File: config.mk
export PLATFORM = sky130hd
export DESIGN_NAME = mfl_loader
export DESIGN_NICKNAME = d
export VERILOG_FILES = /design/src/hdl/mfl_loader.v /design/src/hdl/mfl_spi_shift.v
export VERILOG_INCLUDE_DIRS = /design/src /design/src/hdl
export SDC_FILE = /design/constraint.sdc
export NUM_CORES = 1
export LEC_CHECK = 0
export BUFFER_PORTS_ARGS = -buffer_cell sky130_fd_sc_hd__buf_2
export CAP_MARGIN = 20
export CORE_ASPECT_RATIO = 0.5
export CORE_MARGIN = 1.5
export CORE_UTILIZATION = 45
export CTS_BUF_LIST = sky130_fd_sc_hd__clkbuf_4
export CTS_CLUSTER_SIZE = 30
export DETAILED_ROUTE_END_ITERATION = 6
export PLACE_DENSITY_LB_ADDON = 0.2
export SYNTH_ARGS = -nofsm -noshare
export SYNTH_HDL_FRONTEND = slang
export SYNTH_SLANG_ARGS = --single-unit
File: constraint.sdc
create_clock -name clk_sys -period 3.27 [get_ports clk_sys]
set_input_delay 0.981 -clock clk_sys [delete_from_list [all_inputs] [get_ports clk_sys]]
set_output_delay 0.981 -clock clk_sys [all_outputs]
set_load 0.05 [all_outputs]
File: src/hdl/mfl_regs.vh
// Constants, command words and timing counts of the multiboot fallback loader
`ifndef MFL_REGS_VH
`define MFL_REGS_VH

`define MFL_CLK_MHZ         100
`define MFL_CLEAR_TIME_NS   1000
`define MFL_CLEAR_CYCLES    ((`MFL_CLEAR_TIME_NS * `MFL_CLK_MHZ + 999) / 1000)
`define MFL_FLASH_MAX_MHZ   20
`define MFL_MIN_HALF_DIV    ((`MFL_CLK_MHZ + 2 * `MFL_FLASH_MAX_MHZ - 1) / (2 * `MFL_FLASH_MAX_MHZ))

`define MFL_MODE_SPI        3'h1
`define MFL_FLASH_READ      8'h03
`define MFL_GOLDEN_ADDR     32'h00000000

`define MFL_SYNC_WORD       32'haa995566
`define MFL_CMD_NOOP        32'h20000000
`define MFL_CMD_CSUM_RESET  32'h30000001
`define MFL_CMD_NEXT_ADDR   32'h30000002
`define MFL_CMD_REPROGRAM   32'h30000003
`define MFL_CMD_CSUM_CHECK  32'h30000004
`define MFL_CMD_STARTUP_END 32'h30000005

`endif

File: src/hdl/mfl_loader.v
// Multiboot fallback loader: reads images from serial flash and falls back on an update-image checksum error
`timescale 1ns/1ns
`include "mfl_regs.vh"

// Operation
// Board straps mode pins to 001 to select serial flash loading.
// A pulse on the active-low restart pin starts a load from flash.
// Done goes high only after a load completes successfully.
// Checksum spans words from checksum reset up to the final check.
// Checksum mismatch in update image with fallback enabled reloads golden image.
// History records the reprogram attempt and a checksum error separately.
// History records that the fallback image loaded without error.
// Update image must sit at the next-image start address.
// Serial clock rate is limited to what the flash supports.
// Fallback pulls init and done low, clears memory, restarts at zero.
// Reprogram command jumps to the next-image start address.
// During fallback reload, next address and reprogram commands are ignored.
// Commands and address go out on MOSI, data returns on MISO.
// History flags and next address survive the fallback reset.
// Checksum is compared at the check command, before end of startup.
module mfl_loader (
  input  wire        clk_sys,
  input  wire        srst,
  input  wire        restart_n,
  input  wire [2:0]  mode_pins,
  input  wire        fallback_enable_option,
  input  wire [7:0]  config_clock_rate,
  input  wire        miso,
  output wire        sck,
  output wire        mosi,
  output reg         ss_n,
  output reg         init_b,
  output reg         done,
  output reg         cfg_clear,
  output reg         cfg_valid,
  output reg  [31:0] cfg_data,
  output reg         fallback_active,
  output reg         reprogram_attempt_flag,
  output reg         checksum_fail_flag,
  output reg         fallback_loaded_flag,
  output reg  [31:0] next_image_start_address
);

  localparam S_IDLE  = 3'h0;
  localparam S_CLEAR = 3'h1;
  localparam S_ADDR  = 3'h2;
  localparam S_READ  = 3'h3;
  localparam S_DONE  = 3'h4;
  localparam S_ERR   = 3'h5;

  // Wide constants, cut to the counter width on purpose
  localparam [31:0] HALF_MIN_W   = `MFL_MIN_HALF_DIV;
  localparam [31:0] CLEAR_LAST_W = `MFL_CLEAR_CYCLES - 1;

  reg [2:0]  state;
  reg [1:0]  rst_pin_sync;
  reg [1:0]  miso_pipe;
  reg [2:0]  mode_s1;
  reg [2:0]  mode_s2;
  reg        rst_pin_prev;
  reg [7:0]  clear_cnt;
  reg [31:0] load_addr;
  reg        synced;
  reg        await_addr;
  reg        await_csum;
  reg        csum_on;
  reg        csum_ok;
  reg [31:0] csum;
  reg        sh_start;
  reg [31:0] sh_tx;
  reg  [7:0] half_div;
  wire       sh_busy;
  wire       sh_done;
  wire [31:0] sh_rx;
  wire       miso_sync;
  wire       in_update;

  assign miso_sync = miso_pipe[1];
  assign in_update = reprogram_attempt_flag && !fallback_active;

  ////////////////////////////////////////////////////////////////////////////
  // Pin synchronisers; clock rate clamp keeps the flash inside its limit
  always @(posedge clk_sys) begin
    if (srst) begin
      rst_pin_sync <= 2'h3;
      miso_pipe    <= 2'h0;
      mode_s1      <= 3'h0;
      mode_s2      <= 3'h0;
      rst_pin_prev <= 1'b1;
      half_div     <= 8'h01;
    end else begin
      rst_pin_sync <= {rst_pin_sync[0], restart_n};
      miso_pipe    <= {miso_pipe[0], miso};
      mode_s1      <= mode_pins;
      mode_s2      <= mode_s1;
      rst_pin_prev <= rst_pin_sync[1];
      if (config_clock_rate < HALF_MIN_W[7:0])
        half_div <= HALF_MIN_W[7:0];
      else
        half_div <= config_clock_rate;
    end
  end

  mfl_spi_shift u_shift (
    .clk_sys   (clk_sys),
    .srst      (srst),
    .start     (sh_start),
    .tx_word   (sh_tx),
    .half_div  (half_div),
    .miso_sync (miso_sync),
    .busy      (sh_busy),
    .word_done (sh_done),
    .rx_word   (sh_rx),
    .sck       (sck),
    .mosi      (mosi)
  );

  ////////////////////////////////////////////////////////////////////////////
  // Load sequencer
  always @(posedge clk_sys) begin
    if (srst) begin
      state                    <= S_IDLE;
      ss_n                     <= 1'b1;
      init_b                   <= 1'b0;
      done                     <= 1'b0;
      cfg_clear                <= 1'b0;
      cfg_valid                <= 1'b0;
      cfg_data                 <= 32'h00000000;
      fallback_active          <= 1'b0;
      reprogram_attempt_flag   <= 1'b0;
      checksum_fail_flag       <= 1'b0;
      fallback_loaded_flag     <= 1'b0;
      next_image_start_address <= 32'h00000000;
      clear_cnt                <= 8'h00;
      load_addr                <= `MFL_GOLDEN_ADDR;
      synced                   <= 1'b0;
      await_addr               <= 1'b0;
      await_csum               <= 1'b0;
      csum_on                  <= 1'b0;
      csum_ok                  <= 1'b0;
      csum                     <= 32'h00000000;
      sh_start                 <= 1'b0;
      sh_tx                    <= 32'h00000000;
    end else begin
      sh_start  <= 1'b0;
      cfg_clear <= 1'b0;
      cfg_valid <= 1'b0;
      if (!rst_pin_sync[1]) begin
        // Held in restart: the load is dropped back to idle with flash deselected, history is kept for reading
        state  <= S_IDLE;
        ss_n   <= 1'b1;
        init_b <= 1'b0;
        done   <= 1'b0;
      end else if (!rst_pin_prev) begin
        // Release of a restart pulse begins a fresh boot from address zero when the mode pins select serial flash
        if (mode_s2 == `MFL_MODE_SPI) begin
          state                  <= S_CLEAR;
          load_addr              <= `MFL_GOLDEN_ADDR;
          fallback_active        <= 1'b0;
          reprogram_attempt_flag <= 1'b0;
          checksum_fail_flag     <= 1'b0;
          fallback_loaded_flag   <= 1'b0;
          clear_cnt              <= 8'h00;
        end
      end else begin
        case (state)
          S_IDLE: begin
            init_b <= 1'b0;
          end
          S_CLEAR: begin
            ss_n      <= 1'b1;
            init_b    <= 1'b0;
            done      <= 1'b0;
            cfg_clear <= 1'b1;
            synced    <= 1'b0;
            await_addr <= 1'b0;
            await_csum <= 1'b0;
            csum_on   <= 1'b0;
            csum_ok   <= 1'b0;
            csum      <= 32'h00000000;
            if (clear_cnt == CLEAR_LAST_W[7:0]) begin
              clear_cnt <= 8'h00;
              ss_n      <= 1'b0;
              sh_tx     <= {`MFL_FLASH_READ, load_addr[23:0]};
              sh_start  <= 1'b1;
              state     <= S_ADDR;
            end else begin
              clear_cnt <= clear_cnt + 8'h01;
            end
          end
          S_ADDR: begin
            // Init rises one cycle after the clear, never together with it
            init_b <= 1'b1;
            if (sh_done) begin
              sh_tx    <= 32'h00000000;
              sh_start <= 1'b1;
              state    <= S_READ;
            end
          end
          S_READ: begin
            if (sh_done) begin
              sh_start <= 1'b1;
              if (!synced) begin
                if (sh_rx == `MFL_SYNC_WORD)
                  synced <= 1'b1;
              end else if (await_addr) begin
                await_addr <= 1'b0;
                if (csum_on)
                  csum <= csum + sh_rx;
                if (!fallback_active)
                  next_image_start_address <= sh_rx;
              end else if (await_csum) begin
                await_csum <= 1'b0;
                csum_on    <= 1'b0;
                if (csum == sh_rx) begin
                  csum_ok <= 1'b1;
                end else begin
                  checksum_fail_flag <= 1'b1;
                  sh_start           <= 1'b0;
                  if (in_update && fallback_enable_option) begin
                    fallback_active <= 1'b1;
                    load_addr       <= `MFL_GOLDEN_ADDR;
                    state           <= S_CLEAR;
                  end else begin
                    state <= S_ERR;
                  end
                end
              end else if (sh_rx == `MFL_CMD_CSUM_RESET) begin
                csum    <= 32'h00000000;
                csum_on <= 1'b1;
                csum_ok <= 1'b0;
              end else if (sh_rx == `MFL_CMD_NEXT_ADDR) begin
                await_addr <= 1'b1;
                if (csum_on)
                  csum <= csum + sh_rx;
              end else if (sh_rx == `MFL_CMD_CSUM_CHECK) begin
                await_csum <= 1'b1;
                if (csum_on)
                  csum <= csum + sh_rx;
              end else if (sh_rx == `MFL_CMD_REPROGRAM) begin
                if (fallback_active) begin
                  // Swallowed on the fallback pass, so it never shows up as data
                  if (csum_on)
                    csum <= csum + sh_rx;
                end else begin
                  reprogram_attempt_flag <= 1'b1;
                  load_addr              <= next_image_start_address;
                  sh_start               <= 1'b0;
                  state                  <= S_CLEAR;
                end
              end else if (sh_rx == `MFL_CMD_STARTUP_END) begin
                sh_start <= 1'b0;
                ss_n     <= 1'b1;
                // Startup without a passed check is treated as a failed load
                if (csum_ok) begin
                  state <= S_DONE;
                  done  <= 1'b1;
                  if (fallback_active)
                    fallback_loaded_flag <= 1'b1;
                end else begin
                  state <= S_ERR;
                end
              end else begin
                if (csum_on)
                  csum <= csum + sh_rx;
                if (sh_rx != `MFL_CMD_NOOP) begin
                  cfg_valid <= 1'b1;
                  cfg_data  <= sh_rx;
                end
              end
            end
          end
          S_DONE: begin
            ss_n <= 1'b1;
          end
          S_ERR: begin
            ss_n   <= 1'b1;
            init_b <= 1'b0;
            done   <= 1'b0;
          end
          default: begin
            state <= S_IDLE;
          end
        endcase
      end
    end
  end

endmodule

File: src/hdl/mfl_spi_shift.v
// Single-bit SPI mode 0 shifter moving one 32-bit word per start
`timescale 1ns/1ns
module mfl_spi_shift (
  input  wire        clk_sys,
  input  wire        srst,
  input  wire        start,
  input  wire [31:0] tx_word,
  input  wire [7:0]  half_div,
  input  wire        miso_sync,
  output reg         busy,
  output reg         word_done,
  output reg  [31:0] rx_word,
  output reg         sck,
  output reg         mosi
);

  reg [7:0]  div_cnt;
  reg [4:0]  bit_cnt;
  reg [31:0] shreg;

  ////////////////////////////////////////////////////////////////////////////
  // MOSI moves on the falling edge, MISO is taken on the rising edge
  always @(posedge clk_sys) begin
    if (srst) begin
      busy      <= 1'b0;
      word_done <= 1'b0;
      rx_word   <= 32'h00000000;
      sck       <= 1'b0;
      mosi      <= 1'b0;
      div_cnt   <= 8'h00;
      bit_cnt   <= 5'h00;
      shreg     <= 32'h00000000;
    end else begin
      word_done <= 1'b0;
      if (!busy) begin
        sck <= 1'b0;
        if (start) begin
          busy    <= 1'b1;
          shreg   <= tx_word;
          mosi    <= tx_word[31];
          div_cnt <= 8'h00;
          bit_cnt <= 5'h00;
        end
      end else if (div_cnt == half_div - 8'h01) begin
        div_cnt <= 8'h00;
        if (!sck) begin
          sck     <= 1'b1;
          rx_word <= {rx_word[30:0], miso_sync};
        end else begin
          sck <= 1'b0;
          if (bit_cnt == 5'h1f) begin
            busy      <= 1'b0;
            word_done <= 1'b1;
            mosi      <= 1'b0;
          end else begin
            bit_cnt <= bit_cnt + 5'h01;
            shreg   <= {shreg[30:0], 1'b0};
            mosi    <= shreg[30];
          end
        end
      end else begin
        div_cnt <= div_cnt + 8'h01;
      end
    end
  end

endmodule
==> impl_metrics.yaml, run 1 <==
status:
  outcome: "finished, final reports clean"
die:
  core_area_um2: 26600
  rows: 42
  start_util_pct: 46.1
  die_h_um: 120
  die_w_um: 237
  io_pins: 91
  die_area_um2: 28300
synth:
  synth_cell_types: 69
  yosysWarnings: 0
  synth.avg_cell_area_um2: 8.55
  synth.area.top_cells: "dfxtp_1 44%, mux2i_1 7.4%, nand2_1 5.8%"
  synth_top_cell_by_area: "dfxtp_1"
  synth_top_cell_area_share_pct: 44.1
  ys_ff_latch: 270
  synth_nets: 1488
  synth_ff_type: "dfxtp_1"
  synth-seq-area-share_pct: 44.1
  synthCells: 1435
  synthArstFlopShare_pct: 0
  synth.cell_area_um2: 12300
  synth_edf_count: 0
grt:
  grt_max_degree: 141
  grt_overflow: 0
  grt_pass1_vias: 9924
  track_usage_pct: 22.1
  grt_pass1_wl_um: 51000
  grt_antenna_before_repair: 1
timing:
  fin_tns_setup_ns: 0
  finClkSkew_ns: 0.0391
  fin_crit_sh_pct: 92.5
  fin_crit_ns: 3.03
  slew_headroom_pct: 46.2
  finalHoldViolations: 0
  setup_viol: 0
  worstMarginPinSlew_ns: 0.807
  fmax_ghz: 0.331
  worst_slack_ns: 0.245
  rsz0062_at_grt: "no"
  maxSlewViolCount: 0
  holdWs_ns: 0.412
placement:
  dp_hpwl_um: 21400
  dp_cells: 1835
  port_buffers: 90
  place.gp.congestion: 0.927
  placed_cell_area_um2: 13300
  post-place-ws_ns: 0.264
layout:
  final_cells: 1949
  fillers: 2505
  layout_common_cells: "270 x dfxtp_1, 188 x nand2_1, 169 x nor2_1"
  drive_gt1_share_pct: 16.8
  layout.nets: 1599
  layout_commonest_cell: "dfxtp_1"
  design_area_um2: 14100
  areaGrowthSynthToFinish_pct: 14.6
power:
  p_seq_share_pct: 54.2
  p_clk_share_pct: 43.7
  p_comb_share_pct: 2.1
  p_int_uw: 4660
  p_leak_uw: 0.00565
  powerDensity_nw_per_um2: 434
  p_sw_share_pct: 23.7
  p_switching_uw: 1450
  peakVddDrop_v: 0.000212
setup_path:
  startpoint: "csum[16]"
  cp_slowest_cell: "or4b_2"
  crit_required_ns: 3.91
  critPathTopFamily: "compound AO/OA/AOI/OAI gates"
  cp-start-kind: "register"
  crit_chain: "ha_1, a21oi_1, o21a_1, nor2b_1, or4b_2, a32oi_2, o21ai_0, xor2_1, a211o_1, a31oi_1"
  cp_max_fo: 7
  path_buf_inv: 0
  critPathKind: "register to register"
  crit_path_end_kind: "register"
  r2r_start: "csum[16]"
  slowest_delay_ns: 0.64
  arrival_ns: 3.66
detailed_routing:
  drt_iter0_drc: 737
  num_vias: 10600
  totalWireLength_um: 31700
  dr.pass1.iters: 6
  remaining_drc_errors: 0
  vias_per_cell: 5.45
  wire_per_inst_um: 16.2
  ant_nets: 0
job:
  drv_cap: 0
clock_tree:
  clk_pin_slew_worst_paths_ns: 0.07
  clk_latency_ns: 0.74
  cts_buffers: 61
  cts_tree: "done"
  cts_buffer_depth: 3
  post-cts-setup-buffers: 0
  h-tree-depth: 2
  cts_resized: 0
  root_buffer: "clkbuf_4"
  cts_hold_buf: 0
  clock-sinks: 270
hold_path:
  min_path_type: "register to register"
  hold_start: "rst_pin_sync[0]"
## area by class of cell
type	count	area (um^2)	share of cell area, %
Sequential cell	270	5410	38.4
Timing Repair Buffer	140	907	6.45
Antenna cell	1	2.50	0.0178
Tap cell	352	440	3.13
Clock inverter	18	73.8	0.525
Multi-Input combinational cell	1052	6440	45.8
Inverter	21	78.8	0.561
Clock buffer	95	713	5.07
## stage by stage
step | power [uW] | utilization, %
after floorplan | 3480 | -
after global placement | 3510 | 49.9
after detailed placement | 3520 | 49.9
after CTS | 6180 | 52.8
after global routing | 6410 | 52.9
final | 6110 | 52.9
## kinds of logic after synthesis
logic type / after synthesis / synth area share, %
muxes: 93 / 7.61
DFF: 270 / 44.1
xor gates and xnor gates: 49 / 3.50
adders and majority gates: 37 / 3.83
and+or+nand+nor: 561 / 20.9
buffers and inverters: 113 / 3.75
AOI/OAI and AO/OA: 312 / 16.3
## registers in the layout (all words and copies together) (netlist names), 2 cells and up
name	cells
csum	32
u_shift.rx_word	32
sh_tx	25
mode_s2	3
state	3
u_shift.div_cnt	8
u_shift.bit_cnt	5
u_shift.shreg	31
cfg_data	32
load_addr	24
mode_s1	3
miso_pipe	2
half_div	8
clear_cnt	8
rst_pin_sync	2
next_image_start_address	32
## per-layer routing
metal  up-vias  GRT usage, %  routed length [um]
met5         -             0                   0
met4         0          7.29                 635
met3        48          4.85                1590
met2       231          33.6               13800
met1      5050          31.0               15600
li1       5302             -                   -
## cells in the mapped netlist, types with 16 or more instances
master    number
nor2b_1       33
nand3_1       68
clkbuf_1      74
a21o_1        16
xnor2_1       27
inv_1         20
o21ai_0       54
a21oi_1      115
dfxtp_1      270
a22oi_1       25
nor2_1       169
mux2i_1       91
nor4_1        18
nand2_1      188
xor2_1        22
nor3_1        20
a211oi_1      23
ha_1          36
## final timing paths
kind | to | cells after the start | slack [ns]
hold reg to reg | rst_pin_sync[1] | 1 | 0.41
setup / recovery | csum[31] | 10 | 0.24
hold / removal | rst_pin_sync[1] | 1 | 0.41
setup reg to reg | csum[31] | 10 | 0.24
## power groups by stage
stage	Sequential [uW]	Clock, uW	Combinational, uW
global route	3310	2960	142
CTS	3310	2740	130
detailed placement	3390	0	130
floorplan	3380	0	96.7
global placement	3380	0	127
finish	3310	2670	131
Power figures use the tool's default switching activity.
==> inputs of run 2 (changes only) <==
==> constraint.sdc (replaced) <==
create_clock -name clk_sys -period 3.83 [get_ports clk_sys]
set_input_delay 1.149 -clock clk_sys [delete_from_list [all_inputs] [get_ports clk_sys]]
set_output_delay 1.149 -clock clk_sys [all_outputs]
set_load 0.05 [all_outputs]
==> run 2 against run 1 <==
Net effect: wire length fell by 0.77%; global-route usage rose by 0.34 points; sequential cell count stayed put; worst hold slack got worse by 0.0067 ns; first-iteration DRC count increased by 24%; clock power down 7%; largest cell class unchanged.
==> impl_metrics.yaml, run 2 (synthesis gave the netlist of run 1 again) <==
status:
  outcome: "finished, final reports clean"
die:
  core_area_um2: 26600
  rows: 42
  io_pins: 91
  die_h_um: 120
  die_w_um: 237
  die_area_um2: 28300
  start_util_pct: 46.1
timing:
  rsz0062_at_grt: "no"
  maxSlewViolCount: 0
  finClkSkew_ns: 0.0486
  fin_crit_sh_pct: 86.7
  fmax_ghz: 0.301
  slew_headroom_pct: 45.9
  fin_tns_setup_ns: 0
  holdWs_ns: 0.405
  finalHoldViolations: 0
  worstMarginPinSlew_ns: 0.812
  setup_viol: 0
  fin_crit_ns: 3.32
clock_tree:
  clk_pin_slew_worst_paths_ns: 0.08
  root_buffer: "clkbuf_4"
  clock-sinks: 270
  cts_buffer_depth: 3
  clk_latency_ns: 0.75
  cts_buffers: 66
  h-tree-depth: 3
  cts_resized: 0
  cts_hold_buf: 0
  post-cts-setup-buffers: 0
  cts_tree: "done"
setup_path:
  cp_slowest_cell: "or4b_2"
  slowest_delay_ns: 0.67
  crit_path_end_kind: "register"
  r2r_cells: 10
  path_buf_inv: 0
  r2r_end: "csum[31]"
  critPathCapture: "csum[31]"
  cp-start-kind: "register"
  reg2reg_slack_ns: 0.51
  crit_chain: "ha_1, a21o_1, a21oi_1, a211oi_1, or4b_2, a32oi_1, o21ai_0, xor2_1, a211o_1, a31oi_1"
  cp_max_fo: 6
  path_depth: 10
  critPathKind: "register to register"
  arrival_ns: 4.00
  crit_required_ns: 4.51
  critPathTopFamily: "compound AO/OA/AOI/OAI gates"
  r2r_start: "u_shift.rx_word[3]"
  startpoint: "u_shift.rx_word[3]"
layout:
  areaGrowthSynthToFinish_pct: 13.0
  fillers: 2533
  layout_commonest_cell: "dfxtp_1"
  layout_common_cells: "270 x dfxtp_1, 188 x nand2_1, 169 x nor2_1"
  design_area_um2: 13900
  layout.nets: 1579
  drive_gt1_share_pct: 15.6
detailed_routing:
  vias_per_cell: 5.47
  dr.pass1.iters: 6
  remaining_drc_errors: 0
  wire_per_inst_um: 16.3
  totalWireLength_um: 31400
  num_vias: 10500
  ant_nets: 0
  drt_iter0_drc: 914
placement:
  dp_hpwl_um: 21300
  placed_cell_area_um2: 13000
  port_buffers: 90
  place.gp.congestion: 0.919
hold_path:
  min_path_type: "register to register"
power:
  p_leak_uw: 0.00552
  peakVddDrop_v: 0.000165
  powerDensity_nw_per_um2: 390
grt:
  track_usage_pct: 22.4
  grt_max_degree: 77
  grt_antenna_before_repair: 2
  grt_overflow: 0
  grt_pass1_vias: 10000
  grt_pass1_wl_um: 51400
job:
  drv_cap: 0
run 2: cell count changes in the layout (fill, tap and decap cells not counted), moves of 2 or more:
cell / delta
buf_12: -4
buf_4: -21
bufinv_16: +3
clkbuf_4: -3
clkinv_1: -6
diode_2: +2
inv_2: +3
run 2: cell type report:
type | count | area (um^2) | share of cell area [%]
diodes | 3 | 7.51 | 0.0541
clock buffers | 92 | 691 | 4.98
clock inverters | 17 | 144 | 1.04
inverters | 21 | 78.8 | 0.568
multi-input cells | 1052 | 6430 | 46.4
flip-flops and latches | 270 | 5410 | 39.0
well taps | 352 | 440 | 3.18
repair buffers | 115 | 669 | 4.83
run 2: metrics by stage:
step	std cells	setup WS [ns]	power (uW)	util, %
after detailed placement	1810	0.526	3000	49.0
after CTS	1919	0.542	5480	52.1
after floorplan	1435	0.951	2970	-
after global routing	1922	0.327	5650	52.2
after global placement	1810	0.581	3000	49.0
final	1922	0.511	5410	52.2
run 2: power by group:
| group | internal (uW) | total, uW | switching [uW] |
|---|---|---|---|
| clock network | 1310 | 2480 | 1170 |
| registers | 2820 | 2820 | 8.39 |
| logic | 32.9 | 113 | 79.7 |
run 2: worst register-to-register path, cell delays in order, from the launching register on:
cell	delay, ns
dfxtp_1	0.45
ha_1	0.35
a21o_1	0.18
a21oi_1	0.29
a211oi_1	0.16
or4b_2	0.67
a32oi_1	0.34
o21ai_0	0.19
xor2_1	0.18
a211o_1	0.30
a31oi_1	0.15
run 2: how the worst min path moves through the flow:
stage | end | slack [ns] | startpoint | cells past startpoint
after global placement | rst_pin_sync[1] | 0.40 | rst_pin_sync[0] | 1
after CTS | rst_pin_sync[1] | 0.41 | rst_pin_sync[0] | 1
after global routing | rst_pin_sync[1] | 0.44 | rst_pin_sync[0] | 1
final | rst_pin_sync[1] | 0.41 | rst_pin_sync[0] | 1
after floorplan | rst_pin_sync[1] | 0.39 | rst_pin_sync[0] | 1
after detailed placement | rst_pin_sync[1] | 0.40 | rst_pin_sync[0] | 1
run 2: per-layer routing:
metal  wire (um)  part of all wire (%)  up-vias  GRT usage (%)
met4         520                   1.7        0           7.73
met2       13900                    44      247           34.2
met5           0                     0        -              0
met3        1500                   4.8       50           4.97
li1            -                     -     5252              -
met1       15500                    49     4955           31.3
